## src/eis_pkg.sv

```systemverilog
// Package for the external interrupt input switch: offsets, fields, reset values
package eis_pkg;

  // ==========================================================
  // Register map
  localparam logic [11:0] SEL_OFFSET = 12'h000;
  localparam logic [11:0] IRQ_STATUS_OFFSET = 12'h004;
  localparam logic [11:0] IRQ_MASK_OFFSET = 12'h008;
  localparam logic [11:0] PIN_STATE_OFFSET = 12'h00C;

  // ==========================================================
  // Select register fields
  localparam int A_RESTART_BIT = 0;
  localparam int B_RESTART_BIT = 1;
  localparam int A_FILTER_OFF_BIT = 2;
  localparam int B_FILTER_OFF_BIT = 3;
  localparam int A_INVERT_BIT = 4;
  localparam int B_INVERT_BIT = 5;
  localparam logic [7:0] SEL_RESET = 8'h03;
  localparam logic [7:0] SEL_WRITE_MASK = 8'h3F;

  // ==========================================================
  // Status bits: interrupt edges and restart edges per input
  localparam int ST_A_IRQ_BIT = 0;
  localparam int ST_B_IRQ_BIT = 1;
  localparam int ST_A_RST_BIT = 2;
  localparam int ST_B_RST_BIT = 3;
  localparam logic [3:0] STATUS_RESET = 4'h0;
  localparam logic [3:0] MASK_RESET = 4'h0;

  // ==========================================================
  // Noise filter: input must be stable this many cycles
  localparam int FILTER_NS = 12;
  localparam int CLK_PERIOD_NS = 4;
  localparam int FILTER_CYCLES = (FILTER_NS + CLK_PERIOD_NS - 1) / CLK_PERIOD_NS;
  localparam logic [1:0] FILTER_LAST = 2'(FILTER_CYCLES - 1);

  typedef struct packed {
    logic invert;
    logic filter_off;
    logic restart_route;
  } eis_chan_cfg_type;

  typedef struct packed {
    logic irq_edge;
    logic restart_edge;
    logic stop_release;
    logic forced_stop;
  } eis_chan_out_type;

endpackage

```

## src/eis_switch.sv

```systemverilog
// External interrupt input conditioning, routing and APB register file
// How it works
// - Invert bit set inverts input before use
// - Filter bit zero enables noise filter
// - Input B route: interrupt or timer restart
// - Input A route: interrupt or restart/forced stop
//
// Local design decisions: the APB slave port and the address map.
`timescale 1ns/1ps
`default_nettype none

module eis_switch (
  input wire logic pclk,
  input wire logic presetn,
  input wire logic psel,
  input wire logic penable,
  input wire logic pwrite,
  input wire logic [11:0] paddr,
  input wire logic [31:0] pwdata,
  output logic [31:0] prdata,
  output logic pready,
  output logic pslverr,
  input wire logic ext_irq_input_a,
  input wire logic ext_irq_input_b,
  output logic irq_a_pulse,
  output logic irq_b_pulse,
  output logic stop_release_req,
  output logic timer_restart_a,
  output logic timer_restart_b,
  output logic forced_stop_req,
  output logic irq
);

  // ==========================================================
  // Register file
  logic [7:0] sel_reg;
  logic [3:0] status_reg;
  logic [3:0] mask_reg;
  logic access;
  logic wr;
  logic [3:0] events;
  logic [1:0] cond;
  logic [1:0] cond_d_reg;
  logic [1:0] edge_det;
  eis_pkg::eis_chan_cfg_type cfg [2];

  assign access = psel && penable;
  // Write lands only at the edge that completes the access phase
  assign wr = access && pwrite && pready;

  always_ff @(posedge pclk or negedge presetn) begin
    if (!presetn) begin
      sel_reg <= eis_pkg::SEL_RESET;
    end else if (wr && paddr == eis_pkg::SEL_OFFSET) begin
      sel_reg <= pwdata[7:0] & eis_pkg::SEL_WRITE_MASK;
    end
  end

  always_ff @(posedge pclk or negedge presetn) begin
    if (!presetn) begin
      mask_reg <= eis_pkg::MASK_RESET;
    end else if (wr && paddr == eis_pkg::IRQ_MASK_OFFSET) begin
      mask_reg <= pwdata[3:0];
    end
  end

  // Set wins over write-one-to-clear so no event is lost
  always_ff @(posedge pclk or negedge presetn) begin
    if (!presetn) begin
      status_reg <= eis_pkg::STATUS_RESET;
    end else if (wr && paddr == eis_pkg::IRQ_STATUS_OFFSET) begin
      status_reg <= (status_reg & ~pwdata[3:0]) | events;
    end else begin
      status_reg <= status_reg | events;
    end
  end

  always_ff @(posedge pclk or negedge presetn) begin
    if (!presetn) begin
      prdata <= 32'h0000_0000;
      pready <= 1'b0;
      pslverr <= 1'b0;
    end else begin
      pready <= psel && !pready;
      pslverr <= 1'b0;
      prdata <= 32'h0000_0000;
      if (psel && !pready) begin
        case (paddr)
          eis_pkg::SEL_OFFSET: prdata <= {24'h000000, sel_reg};
          eis_pkg::IRQ_STATUS_OFFSET: prdata <= {28'h0000000, status_reg};
          eis_pkg::IRQ_MASK_OFFSET: prdata <= {28'h0000000, mask_reg};
          eis_pkg::PIN_STATE_OFFSET: prdata <= {30'h0, cond};
          default: pslverr <= 1'b1;
        endcase
      end
    end
  end

  always_ff @(posedge pclk or negedge presetn) begin
    if (!presetn) begin
      irq <= 1'b0;
    end else begin
      irq <= |((status_reg | events) & mask_reg);
    end
  end

  // ==========================================================
  // Per-input conditioning
  assign cfg[0] = '{invert: sel_reg[eis_pkg::A_INVERT_BIT],
                    filter_off: sel_reg[eis_pkg::A_FILTER_OFF_BIT],
                    restart_route: sel_reg[eis_pkg::A_RESTART_BIT]};
  assign cfg[1] = '{invert: sel_reg[eis_pkg::B_INVERT_BIT],
                    filter_off: sel_reg[eis_pkg::B_FILTER_OFF_BIT],
                    restart_route: sel_reg[eis_pkg::B_RESTART_BIT]};

  logic [1:0] raw;
  assign raw = {ext_irq_input_b, ext_irq_input_a};

  genvar g;
  generate
    for (g = 0; g < 2; g++) begin : g_chan
      logic pol;
      logic filt_reg;
      logic [1:0] cnt_reg;
      assign pol = raw[g] ^ cfg[g].invert;
      // Filter holds last stable level until input stays put for the window
      always_ff @(posedge pclk or negedge presetn) begin
        if (!presetn) begin
          filt_reg <= 1'b0;
          cnt_reg <= 2'b00;
        end else if (pol == filt_reg) begin
          cnt_reg <= 2'b00;
        end else if (cnt_reg == eis_pkg::FILTER_LAST) begin
          filt_reg <= pol;
          cnt_reg <= 2'b00;
        end else begin
          cnt_reg <= cnt_reg + 2'b01;
        end
      end
      assign cond[g] = cfg[g].filter_off ? pol : filt_reg;
    end
  endgenerate

  // Rising edge of the conditioned signal is the event
  always_ff @(posedge pclk or negedge presetn) begin
    if (!presetn) begin
      cond_d_reg <= 2'b00;
    end else begin
      cond_d_reg <= cond;
    end
  end
  assign edge_det = cond & ~cond_d_reg;

  // ==========================================================
  // Routing
  eis_pkg::eis_chan_out_type route_a;
  eis_pkg::eis_chan_out_type route_b;

  always_comb begin
    route_a.irq_edge = edge_det[0] && !cfg[0].restart_route;
    route_a.restart_edge = edge_det[0] && cfg[0].restart_route;
    route_a.stop_release = route_a.irq_edge;
    route_a.forced_stop = cond[0] && cfg[0].restart_route;
    route_b.irq_edge = edge_det[1] && !cfg[1].restart_route;
    route_b.restart_edge = edge_det[1] && cfg[1].restart_route;
    route_b.stop_release = route_b.irq_edge;
    route_b.forced_stop = 1'b0;
  end

  assign events = {route_b.restart_edge, route_a.restart_edge,
                   route_b.irq_edge, route_a.irq_edge};

  always_ff @(posedge pclk or negedge presetn) begin
    if (!presetn) begin
      irq_a_pulse <= 1'b0;
      irq_b_pulse <= 1'b0;
      stop_release_req <= 1'b0;
      timer_restart_a <= 1'b0;
      timer_restart_b <= 1'b0;
      forced_stop_req <= 1'b0;
    end else begin
      irq_a_pulse <= route_a.irq_edge;
      irq_b_pulse <= route_b.irq_edge;
      stop_release_req <= route_a.stop_release || route_b.stop_release;
      timer_restart_a <= route_a.restart_edge;
      timer_restart_b <= route_b.restart_edge;
      // Level, held while the conditioned input A is active on restart route
      forced_stop_req <= route_a.forced_stop;
    end
  end

endmodule

`default_nettype wire

```

## config.mk

```make
export PLATFORM = sky130hd
export DESIGN_NAME = eis_switch
export DESIGN_NICKNAME = d
export VERILOG_FILES = /design/src/eis_pkg.sv /design/src/eis_switch.sv
export SDC_FILE = /design/constraint.sdc
export NUM_CORES = 1
export LEC_CHECK = 0
export ABC_AREA = 1
export ABC_CLOCK_PERIOD_IN_PS = 1800
export BUFFER_PORTS_ARGS = -buffer_cell sky130_fd_sc_hd__buf_4
export CORE_MARGIN = 1.5
export CORE_UTILIZATION = 50
export CTS_CLUSTER_SIZE = 16
export DETAILED_ROUTE_END_ITERATION = 8
export PLACE_DENSITY = 0.85
export RECOVER_POWER = 50
export SYNTH_ARGS = -nofsm -noshare
export SYNTH_HDL_FRONTEND = slang
export SYNTH_SLANG_ARGS = --single-unit
```

## constraint.sdc

```tcl
create_clock -name pclk -period 1.8 [get_ports pclk]
set_input_delay 0.27 -clock pclk [delete_from_list [all_inputs] [get_ports pclk]]
set_output_delay 0.27 -clock pclk [all_outputs]
set_load 0.02 [all_outputs]
```

* Word level (Yosys, flattened, before mapping)
Cells that the tools add are included.
** Word-level totals
- Bits in registers :: 63
- Output and inout bits :: 41
- Word-level logic and storage cells :: 70
** Operators by class
- Add/sub/neg operators :: 2
- Equal/unequal tests :: 7
- Muxes and demuxes :: 11
- Bitwise operators :: 11
- Reductions and logical operators :: 21
** Operators with widths (number)
- two-way mux 32 bit :: 1
- == test 12 x 4 -> 1 bit (second input constant) :: 2
- case mux 6 bit (4 select lines) :: 1
- == test 12 x 3 -> 1 bit (second input constant) :: 1
- logical AND 1 bit :: 12
- logical NOT 12 bit :: 1
- AND 4 bit :: 2
- two-way mux 2 bit :: 4
- OR 4 bit :: 2
- OR reduction 4 bit :: 2
- adder 2 x 1 -> 2 bit (second input constant) :: 2
- == test 2 bit (second input constant) :: 2
- two-way mux 1 bit :: 4
- two-way mux 4 bit :: 1
- inverter 4 bit :: 1
- AND reduction 2 bit :: 2
- logical NOT 1 bit :: 3
- AND 2 bit :: 1
- == test 1 bit :: 2
- inverter 1 bit :: 2
- inverter 2 bit :: 1
- XOR 1 bit :: 2
- logical OR 1 bit :: 1

* Longest topological paths before layout
Gate-level depths: netlist (run 1).
- Depth in word-level cells :: 7
- Gate-level depth with buffers :: 10

* Worst setup path before layout (run 1)
OpenSTA, ideal clock, no wires.
- Kind :: reg-to-reg
- Start point :: register pready
- End point :: register sel_reg[4]
- Setup time :: 126 ps
- Arrival time :: 1150 ps
- Required time :: 1674 ps
- Path slack :: 524 ps
- Stages on the path, launching flop included :: 5
- Buffers on the path :: 1
- Period minus slack after synthesis :: 1276 ps
- Path through :: dfrtp_1 -> nand4_1 -> nor2_8 -> buf_8 -> o21ai_0
** Between the ends
- Cells in the longest elaborated chain, start to end :: 2
** Ends and longest elaborated chain
- start, declared :: line eis_switch.sv:21 : output logic pready,
- start signal, assigned :: line eis_switch.sv:84 : pready <= psel && !pready;
- logical AND 1 bit :: line eis_switch.sv:49 : assign wr = access && pwrite && pready;
- logical AND 1 bit :: line eis_switch.sv:54 : end else if (wr && paddr == eis_pkg::SEL_OFFSET) begin
- end signal, assigned :: line eis_switch.sv:53 : sel_reg <= eis_pkg::SEL_RESET;
- end signal, assigned :: line eis_switch.sv:55 : sel_reg <= pwdata[7:0] & eis_pkg::SEL_WRITE_MASK;
- end, declared :: line eis_switch.sv:36 : logic [7:0] sel_reg;
No other way between the ends.
A chain may end at the register's enable or synchronous reset.

* Worst setup path after layout (run 1)
- Start point :: register sel_reg[4]
- End point :: register irq
** Between the ends
- Cells in the longest elaborated chain, start to end :: 7
- Elaborated cells on any way between the ends :: 8
** Ends and longest elaborated chain
- XOR 1 bit * :: line eis_switch.sv:125 : assign pol = raw[g] ^ cfg[g].invert;
- two-way mux 1 bit * :: line eis_switch.sv:140 : assign cond[g] = cfg[g].filter_off ? pol : filt_reg;
- via cond[0] :: line eis_switch.sv:42 : logic [1:0] cond;
- AND 2 bit * :: line eis_switch.sv:152 : assign edge_det = cond & ~cond_d_reg;
- logical AND 1 bit (on tied branches) :: line eis_switch.sv:160, eis_switch.sv:161
- OR 4 bit * :: line eis_switch.sv:103 : irq <= |((status_reg | events) & mask_reg);
- AND 4 bit * :: line eis_switch.sv:103
- OR reduction 4 bit * :: line eis_switch.sv:103
- end signal, assigned :: line eis_switch.sv:103
- end, declared :: line eis_switch.sv:31 : output logic irq
Mark *: on every way through the listed nets, which the timed path passes. The rest lies on a longest branch.

==> impl_metrics.csv, run 1 <==
group,metric,value,unit
worst_setup_path,critPathMaxFanout,4,
global_routing,grt_pass1_wl,6090,um
clock_tree,cts-root-buf,"clkbuf_8",
place,place.gp.congestion,0.797,
global_routing,antenna_found_initial,0,
floorplan,fp.dieW,65.3,um
floorplan,ios,92,
drt,drt_iter0_markers,52,
finish,fill_cells,327,
drt,ant_nets,0,
finish,multi_input_area,744,um^2
yosys,ys_warn_count,0,
global_routing,grt-ovfl-total,0,
finish,synthToLayoutAreaGrowth,17.2,%
place,port_buffers,39,
drt,via_per_inst,4.65,
flow_run,cap_violations,0,
yosys,syn_area,0.00194,mm^2
finish,seq_area,928,um^2
worst_setup_path,criticalPathCategory,"reg2reg",
drt,vias,1456,
yosys,avgSynthCellArea,8.83,um^2
clock_tree,cts_buffers,5,
floorplan,fp.dieArea,0.00427,mm^2
finish,antenna_cells,0,
place,place_area,0.00217,mm^2
floorplan,start_util,0.527,
finish,final_area,0.00228,mm^2
power_and_ir_drop,powerDensity,805,mW/mm^2
clock_tree,cts.sinks,37,
worst_setup_path,critPathRequiredTime,1980,ps
clock_tree,clkLatencyLatePin,290,ps
timing,finClkSkew,7.83,ps
finish,final_core_util,0.617,
place,dp.cells,304,
worst_setup_path,arrival,1580,ps
yosys,ys_ff_latch,37,
finish,nets,315,
clock_tree,htreeDepth,2,
global_routing,grt_max_degree,38,
timing,fmax,713,MHz
place,dpl.hpwl,2700,um
power_and_ir_drop,p_leak,1.36,nW
power_and_ir_drop,irDropWorstVdd,0.614,mV
global_routing,grt_use_total,0.192,
yosys,synth.distinct_cells,28,
timing,setup-tns-final,0,ps
drt,dr.pass1.iters,4,
yosys,syn_inst,220,
clock_tree,cts_setup_buffers,0,
run_status,outcome,"completed",
timing,hold_viol,0,
finish,drive_gt1_frac,0.264,
drt,drt_drc_violations_left,0,
timing,timing.final.crit_share,0.779,
floorplan,rows,22,
clock_tree,clk_path_buf_depth,2,
drt,routedWlPerCell,11.2,um
finish,stdcell_count,313,
worst_setup_path,crit_path_end_kind,"flop",
timing,setup_violations,0,
drt,drt_wl_total,3500,um
floorplan,die_y,65.3,um
yosys,yosysSeqAreaShare,0.478,
worst_setup_path,crit_path_start_kind,"flop",
hold_path,hp-class,"in2reg",
floorplan,coreArea,0.00369,mm^2
timing,rsz0062_at_grt,"false",
timing,finalCriticalPeriod,1400,ps
timing,tightest_slew,864,ps
timing,maxSlewHeadroom,0.424,
clock_tree,path_clk_slew,70,ps
global_routing,grt_pass1_vias,1405,
timing,final_max_slew_viol_count,0,
clock_tree,cts_tree,"done",
-- through the flow --
step           hold WS [ps]  worst slack [ps]  total power, mW
2_1_floorplan         -25.6               524             1.17
3_3_place_gp            249               270             1.21
3_5_place_dp            251               249             1.22
4_1_cts                 167               382             1.85
5_1_grt                 162               226             1.94
6_report                173               398             1.83
-- cell families after synthesis --
family / share of synthesized area
simple gates: 0.250
buf+inv: 0.187
flops: 0.478
compound gates: 0.0741
xor+xnor: 0.00902
other cells: 0.00193
-- cells in the final DEF, fill, tap and decap left out, types with 2 or more instances in the layout --
cell type and instances:
dfrtp_1 35, nand2_1 39, nor2_2 3, conb_1 26
nor2_8 2, a21oi_1 4, inv_1 36, nand2_2 6
dfstp_2 2, o21ai_0 8, clkbuf_8 7, a21boi_0 2
nor3_1 7, nand4_1 8, inv_2 2, nand3_1 13
a31oi_1 3, xor2_1 2, o21ai_2 4, nor2_1 9
buf_4 38
-- synthesized netlist by cell type, drive strengths merged --
library cell	number	area share
nand3b	1	0.010
xor2	2	0.0090
nor2	14	0.048
o21a	1	0.0039
nand4	8	0.026
nand3	13	0.033
nor3	7	0.018
o21ai	12	0.039
a21oi	4	0.010
dfrtp	35	0.45
nor4	1	0.011
nand2	46	0.10
a31oi	3	0.0097
or2	1	0.0032
dfstp	2	0.027
buf	28	0.11
inv	38	0.073
a21boi	2	0.0077
o211ai	1	0.0039
conb	1	0.0019
-- area by class of cell --
cell class | count | area share
repair buffers | 40 | 0.132
flip-flops and latches | 37 | 0.408
inverters | 38 | 0.0626
clock buffers | 7 | 0.0423
clock inverters | 1 | 0.00220
well taps | 48 | 0.0264
multi-input cells | 142 | 0.327
-- power breakdown --
| group | switching (mW) | internal, mW | total (mW) |
|---|---|---|---|
| Clock | 0.275 | 0.345 | 0.621 |
| Sequential | 0.0502 | 0.897 | 0.948 |
| Combinational | 0.170 | 0.0945 | 0.264 |
| Total | 0.495 | 1.34 | 1.83 |
-- final timing paths --
| path | startpoint | endpoint | slack, ps | depth (start not counted) |
|---|---|---|---|---|
| min in group asynchronous | presetn | g_chan[1].filt_reg | 630 | 2 |
| hold / removal | pwdata[5] | sel_reg[5] | 170 | 3 |
| max in group asynchronous | presetn | sel_reg[4] | 640 | 2 |
| setup reg to reg | sel_reg[4] | irq | 400 | 10 |
| setup / recovery | sel_reg[4] | irq | 400 | 10 |
| hold reg to reg | g_chan[0].cnt_reg[0] | g_chan[0].cnt_reg[0] | 440 | 1 |
-- timing repair --
| item | 4_1_cts | 5_1_grt |
|---|---|---|
| resized for setup | 0 | 0 |
| hold buffers | 1 | 0 |
| hold endpoints to repair | 35 | 0 |
-- critical path, stage by stage, from the launching register on --
cell and delay [ps]:
dfrtp_1 380, inv_1 100, nand2_1 80, nand3_1 100, nand2_1 130, nand2_1 200
nand2_1 90, nand2_1 70, nand2_1 50, inv_1 40, nand2_1 50
-- metal layers --
| layer | track usage | share of wire |
|---|---|---|
| met1 | 0.223 | 0.42 |
| met2 | 0.310 | 0.47 |
| met3 | 0.0702 | 0.079 |
| met4 | 0.0990 | 0.025 |
| met5 | 0 | 0 |
(Power assumes the default switching activity.)
==> run 2, diff against run 1 <==
Settings changed: ABC_CLOCK_PERIOD_IN_PS 1800 to 1300, CORE_UTILIZATION 50 to 46, PLACE_DENSITY 0.85 to 0.79.
Clock period 1.8 ns to 1.3 ns, I/O delays scaled along.
==> impl_metrics.csv, run 2 (synthesized netlist as in run 1, its figures left out) <==
group,metric,value,unit
clock_tree,cts_buffers,5,
floorplan,die_y,68.0,um
timing,maxSlewHeadroom,0.474,
drt,via_per_inst,4.60,
clock_tree,clkLatencyLatePin,280,ps
power_and_ir_drop,irDropWorstVdd,0.646,mV
hold_path,min_from,"pwdata[5]",
floorplan,fp.dieW,68.0,um
worst_setup_path,arrival,1380,ps
worst_setup_path,r2r_end,"status_reg[2]",
global_routing,antenna_found_initial,0,
floorplan,ios,92,
worst_setup_path,r2r_setup_slack,80,ps
finish,multi_input_area,759,um^2
drt,vias,1521,
flow_run,cap_violations,0,
worst_setup_path,rr_worst_depth,4,
worst_setup_path,slowest_stage,"dfrtp_1",
floorplan,start_util,0.482,
clock_tree,path_clk_slew,70,ps
finish,seq_area,928,um^2
finish,final_area,0.00241,mm^2
worst_setup_path,max_stage_delay,390,ps
worst_setup_path,r2r-start,"pready",
place,dp.cells,322,
finish,synthToLayoutAreaGrowth,23.9,%
drt,dr.pass1.iters,4,
global_routing,grt_pass1_wl,5820,um
global_routing,grt_pass1_vias,1395,
drt,drt_iter0_markers,63,
drt,drt_wl_total,3740,um
place,place_area,0.00229,mm^2
timing,finClkSkew,7.01,ps
worst_setup_path,critPathRequiredTime,1450,ps
worst_setup_path,crit_path_end_kind,"flop",
place,port_buffers,39,
floorplan,rows,23,
timing,finalCriticalPeriod,1220,ps
clock_tree,htreeDepth,2,
timing,hold_viol,0,
finish,stdcell_count,331,
timing,tightest_slew,789,ps
floorplan,fp.dieArea,0.00462,mm^2
power_and_ir_drop,powerDensity,1050,mW/mm^2
drt,drt_drc_violations_left,0,
worst_setup_path,crit_path_start_kind,"flop",
place,dpl.hpwl,2770,um
worst_setup_path,cp-endpoint,"status_reg[2]",
floorplan,coreArea,0.00403,mm^2
worst_setup_path,criticalPathCategory,"reg2reg",
power_and_ir_drop,p_leak,1.43,nW
run_status,outcome,"completed",
place,place.gp.congestion,0.896,
timing,setup_violations,0,
worst_setup_path,crit_path_cell_trace,"nand4_1, buf_4, nor2_1, a21boi_0",
global_routing,grt-ovfl-total,0,
drt,ant_nets,0,
clock_tree,cts.sinks,37,
finish,final_common_cell,"buf_4",
finish,drive_gt1_frac,0.320,
global_routing,grt_max_degree,38,
drt,routedWlPerCell,11.3,um
clock_tree,cts_tree,"done",
finish,antenna_cells,0,
clock_tree,cts-root-buf,"clkbuf_8",
worst_setup_path,startpoint,"pready",
timing,timing.final.crit_share,0.942,
worst_setup_path,critPathMaxFanout,4,
finish,fill_cells,358,
finish,layout_common_cells,"55 x buf_4, 38 x nand2_1, 35 x inv_1, 35 x dfrtp_1, 26 x conb_1",
timing,final_max_slew_viol_count,0,
global_routing,grt_use_total,0.171,
finish,nets,332,
hold_path,hp-class,"in2reg",
timing,fmax,817,MHz
clock_tree,clk_path_buf_depth,2,
## run 2: what timing repair did
action / in CTS / in global routing
resized for setup: 0 / 5
endpoints found under the setup margin: 0 / 7
endpoints found under the hold margin: 35 / 0
buffers inserted: 0 / 1
hold buffers: 1 / 0
## run 2: worst min-delay path by stage
stage                                 end  cells past startpoint
after floorplan             cond_d_reg[0]                      0
final                          sel_reg[5]                      3
after CTS                      sel_reg[5]                      3
after global routing           sel_reg[5]                      3
after detailed placement          pslverr                      1
after global placement    timer_restart_a                      1
## run 2: power breakdown
part           switching, mW  total, mW  internal (mW)
Combinational          0.257      0.415          0.158
Clock                  0.377      0.797          0.420
Sequential            0.0639       1.31           1.24
Total                  0.698       2.52           1.82
## run 2: layout make-up
cell class / instances / area share
sequential: 37 / 0.386
multi-input combinational: 142 / 0.315
inverter: 38 / 0.0593
timing repair buffer: 57 / 0.178
clock buffer: 7 / 0.0359
tap: 50 / 0.0260
## run 2: worst max-delay path, delay by kind of cell (launching register included)
family | cells | cell delay [ps]
simple gates | 2 | 370
buf+inv | 1 | 180
compound gates | 1 | 160
flops | 1 | 390
## run 2: layer usage
| metal | share of wire | track usage | up-vias | wire length [um] |
|---|---|---|---|---|
| met3 | 0.063 | 0.0510 | 8 | 235 |
| met5 | 0 | 0 | - | 0 |
| met4 | 0.016 | 0.0675 | 0 | 59 |
| met1 | 0.43 | 0.220 | 694 | 1620 |
| met2 | 0.49 | 0.272 | 59 | 1830 |
| li1 | - | - | 760 | - |
## run 2: per-stage QoR
stage               setup TNS (ps)   util  hold WS, ps  power, mW  worst slack [ps]
finish                           0  0.598          111       2.52              75.4
global route                 -22.6  0.598          102       2.65             -15.5
CTS                              0  0.593         99.8       2.54              50.1
detailed placement            -356  0.569          180       1.73             -81.4
global placement              -200  0.569          177       1.71             -65.3
floorplan                        0      -         -101       1.61              24.2
==> run 3, diff against run 2 <==
==> constraint.sdc (replaced) <==
create_clock -name pclk -period 1.3 [get_ports pclk]
set_input_delay 0.13 -clock pclk [delete_from_list [all_inputs] [get_ports pclk]]
set_output_delay 0.13 -clock pclk [all_outputs]
set_load 0.02 [all_outputs]
==> impl_metrics.csv, run 3 (synthesized netlist as in run 1, its figures left out) <==
group,metric,value,unit
place,pre_cts_slack,-7.28,ps
finish,drive_gt1_frac,0.303,
finish,nets,327,
timing,rsz0062_at_grt,"true",
drt,vias,1506,
worst_setup_path,critPathMaxFanout,4,
timing,finClkSkew,2.36,ps
clock_tree,cts.sinks,37,
floorplan,fp.dieArea,0.00462,mm^2
global_routing,grt_pass1_vias,1400,
worst_setup_path,arrival,1390,ps
finish,fill_cells,382,
power_and_ir_drop,finalPower,2.46,mW
clock_tree,cts_setup_buffers,0,
clock_tree,clkLatencyLatePin,290,ps
timing,setup-tns-final,0,ps
flow_run,cap_violations,0,
finish,final_common_cell,"buf_4",
finish,synthToLayoutAreaGrowth,21.6,%
run_status,outcome,"completed",
drt,via_per_inst,4.61,
place,place.gp.congestion,0.891,
clock_tree,htreeDepth,2,
timing,fmax,826,MHz
floorplan,rows,23,
timing,final_max_slew_viol_count,0,
timing,fin_ws,89.8,ps
clock_tree,cts-root-buf,"clkbuf_8",
timing,finalCriticalPeriod,1210,ps
power_and_ir_drop,p_leak,1.40,nW
hold_path,hp-class,"in2reg",
clock_tree,cts_tree,"done",
drt,drt_wl_total,3630,um
timing,hold_viol,0,
drt,ant_nets,0,
power_and_ir_drop,powerDensity,1040,mW/mm^2
global_routing,grt_use_total,0.175,
clock_tree,path_clk_slew,60,ps
timing,tightest_slew,871,ps
drt,drt_drc_violations_left,0,
worst_setup_path,criticalPathCategory,"reg2reg",
clock_tree,clk_path_buf_depth,2,
global_routing,grt-ovfl-total,0,
global_routing,grt_pass1_wl,5830,um
global_routing,antenna_found_initial,0,
floorplan,fp.dieW,68.0,um
floorplan,coreArea,0.00403,mm^2
drt,routedWlPerCell,11.1,um
finish,final_core_util,0.587,
finish,antenna_cells,0,
worst_setup_path,crit_path_end_kind,"flop",
floorplan,ios,92,
timing,setup_violations,0,
place,port_buffers,39,
power_and_ir_drop,irDropWorstVdd,0.621,mV
timing,timing.final.crit_share,0.931,
finish,layout_common_cells,"50 x buf_4, 37 x nand2_1, 35 x inv_1, 35 x dfrtp_1, 26 x conb_1",
floorplan,die_y,68.0,um
place,dpl.hpwl,2730,um
drt,dr.pass1.iters,4,
floorplan,start_util,0.482,
timing,maxSlewHeadroom,0.419,
global_routing,grt_max_degree,38,
worst_setup_path,crit_path_start_kind,"flop",
clock_tree,cts_buffers,5,
drt,drt_iter0_markers,23,
worst_setup_path,critPathRequiredTime,1480,ps
==> run 3: area by class of cell <==
type,count,area (um^2),share of cell area
inverter,38,143,0.0603
sequential,37,928,0.393
multi-input combinational,142,759,0.321
clock buffer,8,80.1,0.0339
timing repair buffer,52,390,0.165
tap,50,62.6,0.0265
==> run 3: per-stage QoR <==
step	cell area (um^2)	cells	hold WS (ps)
floorplan	2040	245	-166
global placement	2260	318	113
detailed placement	2260	318	119
CTS	2350	327	33.2
global route	2360	327	41.5
finish	2360	327	43.3
==> run 3: per-layer routing <==
| layer | share of wire | vias up | track usage |
|---|---|---|---|
| met5 | 0 | - | 0 |
| met4 | 0.030 | 0 | 0.0875 |
| met3 | 0.083 | 11 | 0.0559 |
| met2 | 0.46 | 61 | 0.282 |
| met1 | 0.43 | 679 | 0.211 |
| li1 | - | 755 | - |
==> run 3: where the power goes <==
| part | internal [mW] | switching, mW | total [mW] | leakage (nW) |
|---|---|---|---|---|
| logic | 0.157 | 0.252 | 0.409 | 0.919 |
| registers | 1.24 | 0.0598 | 1.30 | 0.446 |
| clock network | 0.380 | 0.370 | 0.751 | 0.0395 |
==> run 3: path summary, 6_finish.rpt <==
check / from / endpoint / slack, ps / cells past startpoint
worst max-delay path: sel_reg[3] / irq / 90 / 7
worst min-delay path: pwdata[5] / sel_reg[5] / 40 / 3
worst min register to register: g_chan[0].cnt_reg[0] / g_chan[0].cnt_reg[0] / 430 / 1
min in group asynchronous: presetn / pslverr / 500 / 2
worst max register to register: sel_reg[3] / irq / 90 / 7
max in group asynchronous: presetn / prdata[1] / 260 / 2
==> run 3: worst max-delay path, cell delays in order, from the launching register on <==
cell and delay (ps):
dfrtp_1 400, or2_2 290, nand4_1 150, nand2_1 80, nand2_1 60, nand2_1 50
inv_1 40, nand2_1 40
==> run 3: timing repair <==
| item | CTS | global route |
|---|---|---|
| resized for setup | 0 | 5 |
| hold buffers | 1 | 0 |
| hold endpoints to repair | 35 | 0 |
| setup endpoints to repair | 0 | 8 |
